`src/logic/can_boot_pkg.sv`:
```
// Constants and types of the CAN boot bit rate loader
`default_nettype none
package can_boot_pkg;
  localparam int          ADDR_W        = 18;
  localparam logic [15:0] IDX_CTRL      = 16'hef00;
  localparam logic [15:0] IDX_BTR       = 16'hef06;
  localparam logic [15:0] IDX_SYS       = 16'hef10;
  localparam logic [15:0] IDX_BUS       = 16'hef11;
  localparam logic [15:0] IDX_PERIPH    = 16'hef12;
  localparam logic [15:0] IDX_STATUS    = 16'hef13;
  localparam logic [15:0] IDX_COUNT     = 16'hef14;
  localparam logic [15:0] IDX_UART      = 16'hef15;
  localparam logic [1:0]  RESP_OKAY     = 2'h0;
  localparam logic [1:0]  RESP_SLVERR   = 2'h2;
  localparam logic [15:0] SYS_BOOT      = 16'h0404;
  localparam logic [15:0] PERIPH_BOOT   = 16'h042d;
  localparam logic [15:0] CTRL_BOOT     = 16'h0000;
  localparam logic [15:0] BUS_OFF       = 16'h0000;
  localparam int          MEM_EN_BIT    = 10;
  localparam int          HIGH_DIS_BIT  = 9;
  localparam int          BUS_ACT_BIT   = 10;
  localparam int          LATCH_LEN_BIT = 9;
  localparam int          BUS_TYPE_LSB  = 6;
  localparam int          EXT_PERIPH_ENABLE_BIT      = 2;
  localparam int          CAN_EN_BIT    = 3;
  localparam logic [15:0] RAM_BASE      = 16'hfa40;
  localparam logic [15:0] RAM_LAST      = 16'hfabf;
  localparam int          LOAD_BYTES    = 128;
  localparam int          BRP_DIV       = 1451;
  localparam int          MIN_COUNT     = 464;
  localparam int          TQ_TICKS      = 58;
  localparam int          BRP_MAX       = 63;
  localparam int          TQ_MIN        = 8;
  localparam int          TQ_MAX        = 25;
  localparam logic [1:0]  SJW_CODE      = 2'h1;
  localparam logic [2:0]  STUFF_LAST    = 3'h5;
  localparam int          POLL_ERR      = 6;
  localparam logic [2:0]  SETTLE_CYC    = 3'h3;
  localparam logic [10:0] ACK_ID        = 11'h0e6;
  localparam logic [3:0]  ACK_DLC       = 4'h3;
  localparam logic [10:0] LOAD_ID       = 11'h005;
  localparam logic [23:0] FLASH_LO      = 24'h010000;
  localparam logic [23:0] FLASH_HI      = 24'h08ffff;

  typedef enum logic [3:0] {
    ST_STRAP = 4'h0, ST_POLL = 4'h1, ST_DOM = 4'h3, ST_REC = 4'h2,
    ST_CALC = 4'h6, ST_LOAD = 4'h7, ST_RUN = 4'h5, ST_UART = 4'h4,
    ST_NORMAL = 4'hc
  } state_t;

  typedef struct packed { logic we; logic [15:0] addr; logic [7:0] data; } ram_wr_t;
  typedef struct packed { logic valid; logic [10:0] id; logic [3:0] dlc; logic [23:0] data; } ack_obj_t;
  typedef struct packed { logic valid; logic [10:0] id; logic [7:0] data; } rx_frame_t;
  typedef struct packed { logic req; logic code; logic [23:0] addr; } fetch_t;
endpackage : can_boot_pkg
`default_nettype wire

```
`src/logic/can_boot_bitrate_loader.sv`:
```
// CAN boot loader: startup config, zero frame timing, bit timing, code load
// Function
// Boot mode keeps watchdog disabled
// Peripheral select loaded with 042D on entry
// CAN boot clears control, sets tx, bit timing
// Transmit pin switched to output
// No code execution from main flash
// Memory enable forced, high byte from port0
// External access high clears bus config
// Access low sets bus bits, type from port0
// Exactly 128 data bytes received
// Bytes stored from FA40 to FABF
// Branch to first byte, stay in boot
// Code fetches in flash go to test flash
// Poll UART and CAN receive lines
// Host sends zero frame, known stuff pattern
// Stop timer at fifth recessive stuff bit
// Timer advances once per clock
// Polling error at most six clocks
// Bit time between 8 and 25 quanta
// Prescaler is count divided by 1451
// Segment table gives 70-80 percent sample (code: 68 percent at 25 quanta)
// Jump width fixed at two quanta
// Round quotient up past half divisor
// Acknowledge object prepared, not transmitted
// Accept only identifier 5, one byte
//
// Implementation choice: the AXI4-Lite slave port.
`default_nettype none
module can_boot_bitrate_loader #(
  parameter int          TIMER_W    = 16,
  parameter logic [15:0] CHIP_IDENT = 16'h0a5c,  // Arbitrary value
  parameter logic [7:0]  ACK_CODE   = 8'h3c      // Arbitrary value
) (
  input  wire logic                        aclk,
  input  wire logic                        aresetn,
  input  wire logic                        awvalid,
  output logic                             awready,
  input  wire logic [can_boot_pkg::ADDR_W-1:0] awaddr,
  input  wire logic [2:0]                  awprot,
  input  wire logic                        wvalid,
  output logic                             wready,
  input  wire logic [31:0]                 wdata,
  input  wire logic [3:0]                  wstrb,
  output logic                             bvalid,
  input  wire logic                        bready,
  output logic [1:0]                       bresp,
  input  wire logic                        arvalid,
  output logic                             arready,
  input  wire logic [can_boot_pkg::ADDR_W-1:0] araddr,
  input  wire logic [2:0]                  arprot,
  output logic                             rvalid,
  input  wire logic                        rready,
  output logic [31:0]                      rdata,
  output logic [1:0]                       rresp,
  input  wire logic                        boot_select_n,
  input  wire logic                        external_access_pin,
  input  wire logic                        bus_width_pin,
  input  wire logic [1:0]                  bus_type_pins,
  input  wire logic                        uart_rx_pin,
  input  wire logic                        can_rx_pin,
  output logic                             can_tx_pin,
  output logic                             can_tx_oe,
  input  wire can_boot_pkg::rx_frame_t     rx_frame,
  input  wire can_boot_pkg::fetch_t        fetch,
  output logic                             fetch_to_test_flash,
  output can_boot_pkg::ram_wr_t            ram_wr,
  output logic                             branch_start,
  output can_boot_pkg::ack_obj_t           ack_obj,
  output logic                             boot_mode,
  output logic                             watchdog_disable,
  output logic [15:0]                      system_config,
  output logic [15:0]                      bus_config_zero,
  output logic [15:0]                      periph_select,
  output logic [15:0]                      can_control_status,
  output logic [15:0]                      can_bit_timing
);
  import can_boot_pkg::*;

  if (TIMER_W < 11 || TIMER_W > 24) begin : g_check
    $error("TIMER_W must lie between 11 and 24");
  end

  typedef struct packed {
    state_t               state;
    logic [2:0]           settle;
    logic [6:0]           s1;
    logic [6:0]           s2;
    logic                 boot;
    logic [TIMER_W-1:0]   count;
    logic [TIMER_W-1:0]   uart_count;
    logic [2:0]           stuff;
    logic                 bad_rate;
    logic [15:0]          sys_cfg;
    logic [15:0]          bus_cfg;
    logic [15:0]          periph;
    logic [15:0]          ctrl;
    logic [15:0]          btr;
    logic                 tx_latch;
    logic                 tx_dir;
    logic [7:0]           loaded;
    ram_wr_t              ram;
    logic                 branch;
    logic                 redirect;
    ack_obj_t             ack;
    logic                 aw_have;
    logic                 w_have;
    logic [ADDR_W-1:0]    awaddr;
    logic [31:0]          wdata;
    logic [3:0]           wstrb;
    logic                 awready;
    logic                 wready;
    logic                 bvalid;
    logic [1:0]           bresp;
    logic                 arready;
    logic                 rvalid;
    logic [31:0]          rdata;
    logic [1:0]           rresp;
  } st_t;

  st_t st_reg;
  st_t st_next;

  function automatic logic [3:0] seg_two_len(input logic [4:0] tq);
    logic [4:0] a;
    logic [4:0] b;
    a = (tq + 5'd4) / 5'd5;
    b = (tq > 5'd17) ? tq - 5'd17 : 5'd0;
    return (a > b) ? a[3:0] : b[3:0];
  endfunction : seg_two_len

  function automatic logic [15:0] merge(input logic [15:0] old, input logic [31:0] d, input logic [3:0] s);
    logic [15:0] r;
    r = old;
    if (s[0]) begin
      r[7:0] = d[7:0];
    end
    if (s[1]) begin
      r[15:8] = d[15:8];
    end
    return r;
  endfunction : merge

  always_comb begin
    logic [TIMER_W-1:0] brp_q;
    logic [TIMER_W-1:0] tq_div;
    logic [TIMER_W-1:0] quo;
    logic [TIMER_W-1:0] rem;
    logic [3:0]         segment_two_len;
    logic [3:0]         segment_one_len;
    logic               rate_ok;
    logic [15:0]        widx;
    logic [15:0]        ridx;
    logic [15:0]        rval;
    logic               rhit;
    brp_q   = '0;
    tq_div  = '0;
    quo     = '0;
    rem     = '0;
    segment_two_len   = '0;
    segment_one_len   = '0;
    rate_ok = 1'b0;
    widx    = st_reg.awaddr[ADDR_W-1:2];
    ridx    = araddr[ADDR_W-1:2];
    rval    = '0;
    rhit    = 1'b1;
    st_next = st_reg;
    st_next.s1 = {boot_select_n, external_access_pin, bus_width_pin, bus_type_pins, uart_rx_pin, can_rx_pin};
    st_next.s2 = st_reg.s1;
    st_next.branch = 1'b0;
    st_next.ram.we = 1'b0;
    st_next.redirect = st_reg.boot && fetch.req && fetch.code
                       && fetch.addr >= FLASH_LO && fetch.addr <= FLASH_HI;
    unique case (st_reg.state)
      ST_STRAP: begin
        st_next.settle = st_reg.settle + 3'h1;
        if (st_reg.settle == SETTLE_CYC) begin
          st_next.boot = !st_reg.s2[6];
          if (!st_reg.s2[6]) begin
            st_next.state = ST_POLL;
            st_next.sys_cfg = SYS_BOOT;
            st_next.sys_cfg[MEM_EN_BIT] = 1'b1;
            st_next.sys_cfg[HIGH_DIS_BIT] = st_reg.s2[4];
            st_next.periph = PERIPH_BOOT;
            if (st_reg.s2[5]) begin
              st_next.bus_cfg = BUS_OFF;
            end else begin
              st_next.bus_cfg = BUS_OFF;
              st_next.bus_cfg[BUS_ACT_BIT] = 1'b1;
              st_next.bus_cfg[LATCH_LEN_BIT] = 1'b1;
              st_next.bus_cfg[BUS_TYPE_LSB+:2] = st_reg.s2[3:2];
            end
          end else begin
            st_next.state = ST_NORMAL;
          end
        end
      end
      ST_POLL: begin
        st_next.count = '0;
        st_next.stuff = '0;
        if (!st_reg.s2[0]) begin
          st_next.state = ST_DOM;
          st_next.count = TIMER_W'(1);
        end else if (!st_reg.s2[1]) begin
          st_next.state = ST_UART;
          st_next.count = TIMER_W'(1);
        end
      end
      ST_UART: begin
        st_next.count = st_reg.count + TIMER_W'(1);
        if (st_reg.s2[1]) begin
          st_next.uart_count = st_reg.count;
          st_next.state = ST_POLL;
        end else if (&st_reg.count) begin
          st_next.state = ST_POLL;
        end
      end
      ST_DOM: begin
        st_next.count = st_reg.count + TIMER_W'(1);
        if (st_reg.s2[0]) begin
          st_next.count = st_reg.count;
          st_next.stuff = st_reg.stuff + 3'h1;
          st_next.state = (st_reg.stuff == STUFF_LAST - 3'h1) ? ST_CALC : ST_REC;
        end else if (&st_reg.count) begin
          st_next.state = ST_POLL;
        end
      end
      ST_REC: begin
        st_next.count = st_reg.count + TIMER_W'(1);
        if (!st_reg.s2[0]) begin
          st_next.state = ST_DOM;
        end else if (&st_reg.count) begin
          st_next.state = ST_POLL;
        end
      end
      ST_CALC: begin
        brp_q  = st_reg.count / TIMER_W'(BRP_DIV);
        tq_div = TIMER_W'(TQ_TICKS) * (brp_q + TIMER_W'(1));
        quo    = st_reg.count / tq_div;
        rem    = st_reg.count % tq_div;
        if ({rem, 1'b0} > {1'b0, tq_div}) begin
          quo = quo + TIMER_W'(1);
        end
        rate_ok = st_reg.count >= TIMER_W'(MIN_COUNT) && brp_q <= TIMER_W'(BRP_MAX)
                  && quo >= TIMER_W'(TQ_MIN) && quo <= TIMER_W'(TQ_MAX);
        segment_two_len = seg_two_len(quo[4:0]);
        segment_one_len = 4'(quo[4:0] - 5'd1 - {1'b0, segment_two_len});
        if (rate_ok) begin
          st_next.btr = {1'b0, 3'(segment_two_len - 4'h1), 4'(segment_one_len - 4'h1), SJW_CODE, brp_q[5:0]};
          st_next.ctrl = CTRL_BOOT;
          st_next.tx_latch = 1'b1;
          st_next.tx_dir = 1'b1;
          st_next.ack = '{valid: 1'b1, id: ACK_ID, dlc: ACK_DLC, data: {CHIP_IDENT, ACK_CODE}};
          st_next.loaded = '0;
          st_next.bad_rate = 1'b0;
          st_next.state = ST_LOAD;
        end else begin
          st_next.bad_rate = 1'b1;
          st_next.state = ST_POLL;
        end
      end
      ST_LOAD: begin
        if (st_reg.loaded == 8'(LOAD_BYTES)) begin
          st_next.branch = 1'b1;
          st_next.state = ST_RUN;
        end else if (rx_frame.valid && rx_frame.id == LOAD_ID
                     && st_reg.periph[CAN_EN_BIT] && st_reg.sys_cfg[EXT_PERIPH_ENABLE_BIT]) begin
          st_next.ram = '{we: 1'b1, addr: RAM_BASE + {8'h00, st_reg.loaded}, data: rx_frame.data};
          st_next.loaded = st_reg.loaded + 8'h1;
        end
      end
      ST_RUN: begin
        st_next.state = ST_RUN;
      end
      ST_NORMAL: begin
        st_next.state = ST_NORMAL;
      end
      default: begin
        st_next.state = ST_STRAP;
      end
    endcase
    if (awvalid && st_reg.awready) begin
      st_next.aw_have = 1'b1;
      st_next.awaddr = awaddr;
    end
    if (wvalid && st_reg.wready) begin
      st_next.w_have = 1'b1;
      st_next.wdata = wdata;
      st_next.wstrb = wstrb;
    end
    if (bready && st_reg.bvalid) begin
      st_next.bvalid = 1'b0;
    end
    if (st_reg.aw_have && st_reg.w_have && !st_reg.bvalid) begin
      st_next.aw_have = 1'b0;
      st_next.w_have = 1'b0;
      st_next.bvalid = 1'b1;
      st_next.bresp = RESP_OKAY;
      case (widx)
        IDX_CTRL:   st_next.ctrl = merge(st_reg.ctrl, st_reg.wdata, st_reg.wstrb);
        IDX_BTR:    st_next.btr = merge(st_reg.btr, st_reg.wdata, st_reg.wstrb);
        IDX_SYS:    st_next.sys_cfg = merge(st_reg.sys_cfg, st_reg.wdata, st_reg.wstrb);
        IDX_BUS:    st_next.bus_cfg = merge(st_reg.bus_cfg, st_reg.wdata, st_reg.wstrb);
        IDX_PERIPH: st_next.periph = merge(st_reg.periph, st_reg.wdata, st_reg.wstrb);
        IDX_STATUS, IDX_COUNT, IDX_UART: st_next.bresp = RESP_OKAY;
        default:    st_next.bresp = RESP_SLVERR;
      endcase
    end
    case (ridx)
      IDX_CTRL:   rval = st_reg.ctrl;
      IDX_BTR:    rval = st_reg.btr;
      IDX_SYS:    rval = st_reg.sys_cfg;
      IDX_BUS:    rval = st_reg.bus_cfg;
      IDX_PERIPH: rval = st_reg.periph;
      IDX_STATUS: rval = {st_reg.loaded, 2'h0, st_reg.bad_rate, st_reg.boot, st_reg.state};
      IDX_COUNT:  rval = 16'(st_reg.count);
      IDX_UART:   rval = 16'(st_reg.uart_count);
      default:    rhit = 1'b0;
    endcase
    if (rready && st_reg.rvalid) begin
      st_next.rvalid = 1'b0;
    end
    if (arvalid && st_reg.arready) begin
      st_next.rvalid = 1'b1;
      st_next.rdata = {16'h0000, rval};
      st_next.rresp = rhit ? RESP_OKAY : RESP_SLVERR;
    end
    st_next.awready = !st_next.aw_have && !st_next.bvalid;
    st_next.wready = !st_next.w_have && !st_next.bvalid;
    st_next.arready = !st_next.rvalid;
  end

  always_ff @(posedge aclk) begin
    if (!aresetn) begin
      st_reg <= '0;
    end else begin
      st_reg <= st_next;
    end
  end

  assign awready             = st_reg.awready;
  assign wready              = st_reg.wready;
  assign bvalid              = st_reg.bvalid;
  assign bresp               = st_reg.bresp;
  assign arready             = st_reg.arready;
  assign rvalid              = st_reg.rvalid;
  assign rdata               = st_reg.rdata;
  assign rresp               = st_reg.rresp;
  assign can_tx_pin          = st_reg.tx_latch;
  assign can_tx_oe           = st_reg.tx_dir;
  assign fetch_to_test_flash = st_reg.redirect;
  assign ram_wr              = st_reg.ram;
  assign branch_start        = st_reg.branch;
  assign ack_obj             = st_reg.ack;
  assign boot_mode           = st_reg.boot;
  assign watchdog_disable    = st_reg.boot;
  assign system_config       = st_reg.sys_cfg;
  assign bus_config_zero     = st_reg.bus_cfg;
  assign periph_select       = st_reg.periph;
  assign can_control_status  = st_reg.ctrl;
  assign can_bit_timing      = st_reg.btr;
endmodule : can_boot_bitrate_loader
`default_nettype wire

```
`config.mk`:
```
export PLATFORM = sky130hd
export DESIGN_NAME = can_boot_bitrate_loader
export DESIGN_NICKNAME = d
export VERILOG_FILES = /design/src/logic/can_boot_pkg.sv /design/src/logic/can_boot_bitrate_loader.sv
export SDC_FILE = /design/constraint.sdc
export NUM_CORES = 1
export LEC_CHECK = 0
export ABC_CLOCK_PERIOD_IN_PS = 93300
export BUFFER_PORTS_ARGS = -buffer_cell sky130_fd_sc_hd__buf_2
export CAP_MARGIN = 20
export CORE_UTILIZATION = 55
export DETAILED_ROUTE_END_ITERATION = 12
export PLACE_DENSITY = 0.82
export SYNTH_ARGS = -nofsm -noshare
export SYNTH_HDL_FRONTEND = slang
export SYNTH_SLANG_ARGS = --single-unit
export TNS_END_PERCENT = 50
```
`constraint.sdc`:
```
create_clock -name aclk -period 93.3 [get_ports aclk]
set_input_delay 4.665 -clock aclk [delete_from_list [all_inputs] [get_ports aclk]]
set_output_delay 4.665 -clock aclk [all_outputs]
set_load 0.02 [all_outputs]
```
After elaboration in Yosys (flattened, before gate mapping). Cells that the tools add are included.

Input bits: 138. Word-level logic and storage cells: 213. Output and inout bits: 192. Bits in registers: 240.

$lt $le $gt $ge: 9. Multiply operators: 1. Divide/modulo/power cells: 4. Bitwise gates (word level): 3. Reduce and logical (&&, ||, !) cells: 43. Mux-type cells: 52. Add/subtract/negate cells: 13. Equal/unequal tests: 46.

Operators by type and width (number): 16-bit equality test (second input constant) (16); 48-bit two-way mux (3); 16-bit two-way mux (8); 16-bit case mux with 8 select lines (1); 80-bit two-way mux (1); 33-bit two-way mux (2); 16-bit by 1-bit adder with 16-bit output (second input constant) (3); 16-bit case mux with 3 select lines (1); 42-bit two-way mux (1); 4-bit two-way mux (10); 4-bit case mux with 9 select lines (1); 35-bit two-way mux (1); 34-bit two-way mux (1); 3-bit != test (second input constant) (11); 24-bit by 17-bit greater-or-equal comparator with 1-bit output (second input constant) (1); 24-bit by 20-bit less-or-equal comparator with 1-bit output (second input constant) (1); 1-bit logical AND (19); 17-bit by 16-bit > comparator with 1-bit output (1); 16-bit by 11-bit divider with 16-bit output (second input constant) (1); 16-bit by 16-bit divider with 16-bit output (1); 4-bit by 3-bit equality test with 1-bit output (second input constant) (4); 16-bit by 4-bit greater-or-equal comparator with 1-bit output (second input constant) (1); 16-bit by 9-bit greater-or-equal comparator with 1-bit output (second input constant) (1); 16-bit by 5-bit less-or-equal comparator with 1-bit output (second input constant) (1); other kinds (42) (80).

Logic depth before layout (Yosys ltp). Gate-level depths: netlist of the first run.

Word-level depth: 17. Mapped depth: 261. Depth with buffers taken out: 238.

Least setup slack after synthesis of the first run. OpenSTA, ideal clock, no wires.

Kind: flip-flop to flip-flop. Start: register st_reg[283] (netlist name). End: register st_reg, in the netlist can_bit_timing[11]. Period minus slack after synthesis: 48633 ps. Cell stages (with the launch flop): 252. Arrival: 48547 ps. Path buffers: 23. Setup time: 86 ps. Path slack: 44667 ps. Required time: 93214 ps. Path through: dfxtp_1 -> buf_2 -> a211oi_2 -> o22ai_4 -> a2111o_1 -> a221o_1 -> nand3_2 -> buf_6 -> a21oi_2 -> a211oi_2 -> o211ai_1 -> a311oi_2 -> buf_6 -> nor3b_2 -> a211oi_4 -> o2111ai_1 -> or3_4 -> nand2_4 -> [216 not listed] -> a211oi_1 -> ha_1 -> inv_1 -> a21o_1 -> a21oi_1 -> a31oi_1 -> o21a_1 -> mux2i_1 -> inv_1 -> ha_1 -> inv_1 -> ha_1 -> inv_1 -> fa_1 -> xor2_1 -> xnor2_1 -> nor2_1 -> a211oi_1.

Longest elaborated chain between the ends: 17. Elaborated cells between the ends (all ways): 30. Classes of those cells: 7 x add/sub; 1 x mul; 4 x div; 7 x order compare; 8 x mux; 3 x reduce/logical.

RTL lines: start: declaration (line can_boot_bitrate_loader.sv:121) `st_t st_reg;`; start signal: assignment (line can_boot_bitrate_loader.sv:337) `st_reg <= st_next;`; 16-bit by 11-bit divider with 16-bit output (line can_boot_bitrate_loader.sv:237) `brp_q = st_reg.count / TIMER_W'(BRP_DIV);`; 16-bit by 1-bit adder with 16-bit output (line can_boot_bitrate_loader.sv:238) `tq_div = TIMER_W'(TQ_TICKS) * (brp_q + TIMER_W'(1));`; 5-bit by 16-bit multiplier with 15-bit output (line can_boot_bitrate_loader.sv:238); 16-bit by 16-bit divider with 16-bit output or 16-bit by 16-bit remainder unit with 16-bit output (tied branches) (line can_boot_bitrate_loader.sv:239, can_boot_bitrate_loader.sv:240); 16-bit by 1-bit adder with 16-bit output or 17-bit by 16-bit > comparator with 1-bit output (tied branches) (line can_boot_bitrate_loader.sv:242, can_boot_bitrate_loader.sv:241); 16-bit two-way mux (line can_boot_bitrate_loader.sv:241) `if ({rem, 1'b0} > {1'b0, tq_div}) begin`; 16-bit two-way mux (line can_boot_bitrate_loader.sv:174) `unique case (st_reg.state)`; 5-bit by 3-bit adder with 5-bit output (tied with other cells) (line can_boot_bitrate_loader.sv:127) `a = (tq + 5'd4) / 5'd5;`; 5-bit by 3-bit divider with 5-bit output or 5-bit two-way mux (tied branches) (line can_boot_bitrate_loader.sv:127, can_boot_bitrate_loader.sv:128); 5-bit > comparator (line can_boot_bitrate_loader.sv:129) `return (a > b) ? a[3:0] : b[3:0];`; 4-bit two-way mux (line can_boot_bitrate_loader.sv:129); 4-bit subtractor (line can_boot_bitrate_loader.sv:247) `segment_one_len = 4'(quo[4:0] - 5'd1 - {1'b0, segment_two_len});`; 4-bit by 1-bit subtractor with 4-bit output (line can_boot_bitrate_loader.sv:249) `st_next.btr = {1'b0, 3'(segment_two_len - 4'h1), 4'(segment_one_len - 4'h1), SJW_CODE, brp_q[5:0]};`; 42-bit two-way mux * (line can_boot_bitrate_loader.sv:248) `if (rate_ok) begin`; 34-bit two-way mux * (line can_boot_bitrate_loader.sv:174); 16-bit two-way mux (line can_boot_bitrate_loader.sv:299) `case (widx)`; 80-bit two-way mux * (line can_boot_bitrate_loader.sv:294) `if (st_reg.aw_have && st_reg.w_have && !st_reg.bvalid) begin`.

Mark *: on every way between the ends. The rest lies on a longest branch, timed or not. The select of a mux whose other input is x is not followed. A chain may end at the register's enable or synchronous reset.

Worst setup path after layout of the first run.
Start: register st_reg[288] (netlist name). End: register st_reg, in the netlist can_bit_timing[11].

The elaborated chain is that of the path after synthesis.

==> results.sh, run 1 <==
export IMPL_outcome="finished clean"
export IMPL_p_leak_nw=9.72
export IMPL_clock_sinks=227
export IMPL_finalSetupViolations=0
export IMPL_synth_seq_area_share=0.203
export IMPL_clkLatencyLatePin_ps=550
export IMPL_worst_path_max_delay_cell="a311oi_2"
export IMPL_drc_errors=0
export IMPL_critPathArrivalTime_ps=57010
export IMPL_relSlewSlack=0.270
export IMPL_portBuffers=244
export IMPL_fp_dieH_um=204
export IMPL_cts_tree="done"
export IMPL_grt_start_max_net_pins=101
export IMPL_hold_violations=0
export IMPL_crit_type="reg -> reg"
export IMPL_critPathRequiredTime_ps=93760
export IMPL_synth_edf_count=0
export IMPL_die_area_um2=41400
export IMPL_yosysMostFrequentCell="nand2_1"
export IMPL_vias=22800
export IMPL_synth_area_leaders="dfxtp_1 20%, ha_1 10%, buf_4 6.2%, nand2_1 5.6%, a21oi_1 4.6%"
export IMPL_fmax_mhz=17.7
export IMPL_core_area_um2=39900
export IMPL_peakVddDrop_mv=0.0789
export IMPL_critPathMaxFanout=28
export IMPL_path_delay_family="compound AO/OA/AOI/OAI gates"
export IMPL_drtIter0Drc=2385
export IMPL_die_w_um=204
export IMPL_antenna_found_initial=0
export IMPL_post_cts_resized=0
export IMPL_p_int_mw=0.395
export IMPL_pre_cts_slack_ps=38210
export IMPL_first_pass_iters=7
export IMPL_hpwl_mm=53.6
export IMPL_gp_congestion=0.959
export IMPL_fp_row_count=73
export IMPL_synthToLayoutAreaGrowth_pct=4.56
export IMPL_routedWlPerCell_um=20.2
export IMPL_drv_slew=0
export IMPL_start_util=0.560
export IMPL_synth_flop_cell="dfxtp_1"
export IMPL_cts_made_buffers=24
export IMPL_io_pin_count=330
export IMPL_root_buffer="clkbuf_16"
export IMPL_period_needed_ps=56550
export IMPL_path_clk_slew_ps=60
export IMPL_min_path_type="reg -> reg"
export IMPL_cap_violations=0
export IMPL_tns_ps=0
export IMPL_grt_pass1_vias=21200
export IMPL_hold_buffers=0
export IMPL_grt_overflow_total=0
export IMPL_synthTopCellsByCount="331 x nand2_1, 270 x nor2_1, 227 x dfxtp_1"
export IMPL_seqCellArea_um2=4540
export IMPL_yosys_area_top_type="dfxtp_1"
export IMPL_clock_skew_ps=35.9
export IMPL_power_density_nw_per_um2=32.8
export IMPL_wl_mm=71.2
export IMPL_setup_worst_path_end_class="register"
export IMPL_fillers=3584
export IMPL_grt_pass1_wl_mm=112
export IMPL_crit_path_frequent_cell="o21a_1"
export IMPL_synthArstFlopShare=0
export IMPL_switchingPower_mw=0.372
export IMPL_clk_path_buf_depth=3
export IMPL_power_mw=0.767
export IMPL_fin_crit_sh=0.606
export IMPL_vias_per_cell=6.46
export IMPL_largest_reg_flops=94
export IMPL_pwr_share_clk=0.120
export IMPL_start_kind="register"
export IMPL_synth_top_area_share=0.203
export IMPL_grtUsageTotal=0.331
export IMPL_switching_share=0.485
export IMPL_cts_setup_buffers=0
export IMPL_pwr_share_seq=0.137
export IMPL_ctsHtreeMaxLevel=1
export IMPL_tightest_slew_ps=1100
export IMPL_synth_area_um2=22300
export IMPL_rsz0062_at_grt="no"
export IMPL_synth_seq_cells=227
export IMPL_layout_setup_ws_ps=36750
export IMPL_p_comb_frac=0.743
export IMPL_yosys_warnings=0
export IMPL_multi_input_area_um2=15600
export IMPL_drtAntennaViolNets=0
export IMPL_cpPeakStageDelay_ps=930
export IMPL_ys_types=114
export IMPL_path_buf_inv=21
export IMPL_fin_nets=3319
export IMPL_postSynthAreaPerCell_um2=7.51
export IMPL_drive_gt1_frac=0.146
export IMPL_synth_cells=2977
==> area by class of cell <==
type | instances | share of cell area
Antenna cell | 1 | 0.000107
Clock buffer | 35 | 0.0296
Clock inverter | 7 | 0.00273
Inverter | 112 | 0.0181
Multi-Input combinational cell | 2351 | 0.666
Sequential cell | 227 | 0.195
Tap cell | 525 | 0.0281
Timing Repair Buffer | 270 | 0.0608
==> through the flow <==
stage | utilization | hold WS [ps] | instances | instance area [um2]
floorplan | - | 412 | 3021 | 22500
global placement | 0.566 | 420 | 3483 | 22600
detailed placement | 0.566 | 427 | 3483 | 22600
CTS | 0.585 | 441 | 3525 | 23300
global route | 0.585 | 458 | 3527 | 23400
finish | 0.585 | 440 | 3528 | 23400
==> metal layers <==
layer	track usage	vias up	wire length, um
met4	0.141	0	2960
met2	0.552	1147	32800
met5	0	-	0
met3	0.0526	215	6750
met1	0.421	10800	28700
li1	-	10600	-
==> kinds of logic (layout without fill, tap and decap cells) <==
group | after synthesis | in the layout | synth area share
flops | 227 | 227 | 0.203
compound gates | 858 | 858 | 0.267
mux | 77 | 77 | 0.0372
fa+ha+maj | 197 | 197 | 0.113
xor+xnor | 105 | 105 | 0.0418
other cells | 2 | 47 | 0.000336
buf+inv | 443 | 424 | 0.108
simple gates | 1068 | 1068 | 0.229
==> power by group through the flow <==
stage               sequential, mW  clock (mW)  combinational (mW)
global placement             0.107           0               0.534
finish                       0.105      0.0924               0.570
global route                 0.105      0.0957               0.641
CTS                          0.105      0.0917               0.560
floorplan                    0.104           0               0.440
detailed placement           0.107           0               0.555
==> path summary, 6_finish.rpt <==
check               start            endpoint  slack [ps]  depth (start not counted)
max reg2reg   st_reg[288]  can_bit_timing[11]       36750                        234
min reg2reg  st_next[294]         st_reg[294]         440                          1
min          st_next[294]         st_reg[294]         440                          1
max           st_reg[288]  can_bit_timing[11]       36750                        234
==> cell usage in the layout, fill, tap and decap left out, drive strengths merged, types with 30 or more instances in the layout <==
master,Yosys,routed
nor2,275,275
nand4,34,34
a21oi,210,210
nand2,332,332
and3,31,31
nor3,131,131
o31ai,31,31
buf,215,270
o21a,91,91
a31oi,32,32
xnor2,78,78
a221oi,30,30
inv,111,112
and2,48,48
mux2,48,48
dfxtp,227,227
nand3,58,58
clkbuf,116,35
a22oi,64,64
o21ai,140,140
ha,186,186
conb,2,46
Power figures use the tool's default switching activity.
==> run 2, diff against run 1 <==
Settings changed: ABC_AREA from default to 1, ABC_CLOCK_PERIOD_IN_PS 93300 to 58100.
Clock period 93.3 ns to 58.1 ns, I/O delays scaled along.
==> run 2 against run 1 <==
Fmax is 7.9% higher. Count of clock-buffer cells in the layout is 5 lower. Synthesized area is 2.2% lower. Global-route usage is 3.6 points lower. Worst hold slack worse by 26 ps. Final area is 2.2% lower. Clock skew is 4.5 ps lower. Sequential power is 62% higher. Largest cell class unchanged.
==> results.sh, run 2 <==
export IMPL_gr_usage_met1=0.366
export IMPL_synthTopCellsByCount="778 x nand2_1, 497 x inv_1, 260 x nor2_1"
export IMPL_clock_skew_ps=31.5
export IMPL_rsz0062_at_grt="no"
export IMPL_crit_path_frequent_cell="nand2_1"
export IMPL_wl_mm=61.1
export IMPL_cts_setup_buffers=0
export IMPL_io_pin_count=330
export IMPL_ys_types=63
export IMPL_period_needed_ps=52410
export IMPL_postSynthAreaPerCell_um2=6.35
export IMPL_clock_sinks=227
export IMPL_path_clk_slew_ps=60
export IMPL_drive_gt1_frac=0.115
export IMPL_synth_area_leaders="dfxtp_1 21%, nand2_1 13%, ha_1 11%, inv_1 8.5%, buf_4 6.4%"
export IMPL_start_kind="register"
export IMPL_worst_r2r_cell_count=319
export IMPL_fin_area_um2=22900
export IMPL_cap_violations=0
export IMPL_fmax_mhz=19.1
export IMPL_synthArstFlopShare=0
export IMPL_grt_busiest_layer="met2"
export IMPL_dp_cells=3966
export IMPL_first_pass_iters=8
export IMPL_grt_overflow_total=0
export IMPL_fin_crit_sh=0.902
export IMPL_hpwl_mm=47.0
export IMPL_core_area_um2=38900
export IMPL_synth_edf_count=0
export IMPL_post_route_util=0.587
export IMPL_die_w_um=201
export IMPL_fp_row_count=72
export IMPL_fillers=3808
export IMPL_setup_worst_path_end_class="register"
export IMPL_gp_congestion=0.947
export IMPL_synth_seq_cells=227
export IMPL_die_area_um2=40500
export IMPL_routedWlPerCell_um=15.3
export IMPL_clkLatencyLatePin_ps=540
export IMPL_hold_violations=0
export IMPL_synth_cells=3440
export IMPL_final_cell_count_no_fill=4006
export IMPL_antenna_found_initial=0
export IMPL_peakVddDrop_mv=0.0286
export IMPL_synth_seq_area_share=0.208
export IMPL_final_common_cell="nand2_1"
export IMPL_drtIter0Drc=1987
export IMPL_relSlewSlack=0.317
export IMPL_outcome="finished clean"
export IMPL_fin_nets=3806
export IMPL_portBuffers=244
export IMPL_cpPeakStageDelay_ps=850
export IMPL_tightest_slew_ps=1020
export IMPL_start_util=0.561
export IMPL_vias=22300
export IMPL_cts_made_buffers=23
export IMPL_crit_type="reg -> reg"
export IMPL_clk_path_buf_depth=3
export IMPL_synth_top_area_share=0.208
export IMPL_finalSetupViolations=0
export IMPL_largest_reg_flops=94
export IMPL_dpl_instance_area_um2=22100
export IMPL_synth_flop_cell="dfxtp_1"
export IMPL_grt_use_met3=0.0429
export IMPL_yosysMostFrequentCell="nand2_1"
export IMPL_hold_buffers=0
export IMPL_ctsHtreeMaxLevel=1
export IMPL_power_density_nw_per_um2=16.3
export IMPL_post_cts_resized=0
export IMPL_cts_tree="done"
export IMPL_grt_start_max_net_pins=75
export IMPL_critPathArrivalTime_ps=52860
export IMPL_root_buffer="clkbuf_16"
export IMPL_yosys_area_top_type="dfxtp_1"
export IMPL_fp_dieH_um=201
export IMPL_tns_ps=0
export IMPL_drv_slew=0
export IMPL_min_path_type="reg -> reg"
export IMPL_n_antenna_cell=0
export IMPL_critPathRequiredTime_ps=58550
export IMPL_final_cell_mix="778 x nand2_1, 497 x inv_1, 259 x nor2_1, 243 x buf_2, 232 x nand3_1"
export IMPL_yosys_warnings=0
export IMPL_grt_pass1_vias=20400
export IMPL_grt_use_met2=0.505
export IMPL_synth_area_um2=21800
export IMPL_critPathMaxFanout=24
export IMPL_worst_path_max_delay_cell="o21ai_0"
export IMPL_drc_errors=0
export IMPL_p_leak_nw=11.8
export IMPL_grtUsageTotal=0.294
export IMPL_hold_path_depth=2
export IMPL_drtAntennaViolNets=0
export IMPL_grt_pass1_wl_mm=99.6
export IMPL_synthToLayoutAreaGrowth_pct=4.62
export IMPL_vias_per_cell=5.56
==> run 2: kinds of logic (layout without fill, tap and decap cells) <==
family / after synthesis / in the layout / share of synthesized area
xor gates and xnor gates: 95 / 95 / 0.0381
adders and majority gates: 195 / 195 / 0.115
DFF: 227 / 227 / 0.208
other: 2 / 46 / 0.000344
and+or+nand+nor: 1467 / 1467 / 0.293
AOI/OAI and AO/OA: 642 / 642 / 0.171
buffers and inverters: 812 / 816 / 0.174
==> run 2: path summary, 6_finish.rpt <==
path / startpoint / slack (ps) / endpoint
min reg2reg: st_next[291] / 410 / st_reg[291]
min: st_next[291] / 410 / st_reg[291]
max reg2reg: st_reg[282] / 5690 / can_bit_timing[11]
max: st_reg[282] / 5690 / can_bit_timing[11]
==> run 2: power breakdown <==
group | switching, mW | internal [mW]
clock network | 0.0647 | 0.0817
logic | 0.0400 | 0.0167
registers | 0.00802 | 0.162
total | 0.113 | 0.260
==> run 2: worst max-delay path, delay by kind of cell, from the launching register on <==
kind	cells	cell delay, ps
AOI/OAI and AO/OA	79	16870
and+or+nand+nor	168	21210
DFF	1	670
adders and majority gates	25	8040
xor gates and xnor gates	2	390
buffers and inverters	45	5010
==> run 2: final cells by class <==
class | instances | area [um2] | share of cell area
Multi-Input combinational cell | 2445 | 13700 | 0.598
Timing Repair Buffer | 254 | 1300 | 0.0568
Clock buffer | 30 | 632 | 0.0276
Sequential cell | 227 | 4540 | 0.199
Clock inverter | 10 | 96.3 | 0.00421
Inverter | 522 | 1960 | 0.0858
Tap cell | 518 | 648 | 0.0284
==> run 2: layer usage <==
layer	wire length, um	part of all wire
met5	0	0
met4	2660	0.044
met3	5040	0.083
met2	28100	0.46
met1	25300	0.41
==> run 2: per-stage QoR <==
step,power [mW],setup slack (ps),hold slack (ps)
6_report,0.373,5690,414
3_3_place_gp,0.227,7670,393
5_1_grt,0.387,148,437
3_5_place_dp,0.228,6720,396
4_1_cts,0.371,6510,412
2_1_floorplan,0.212,16180,390
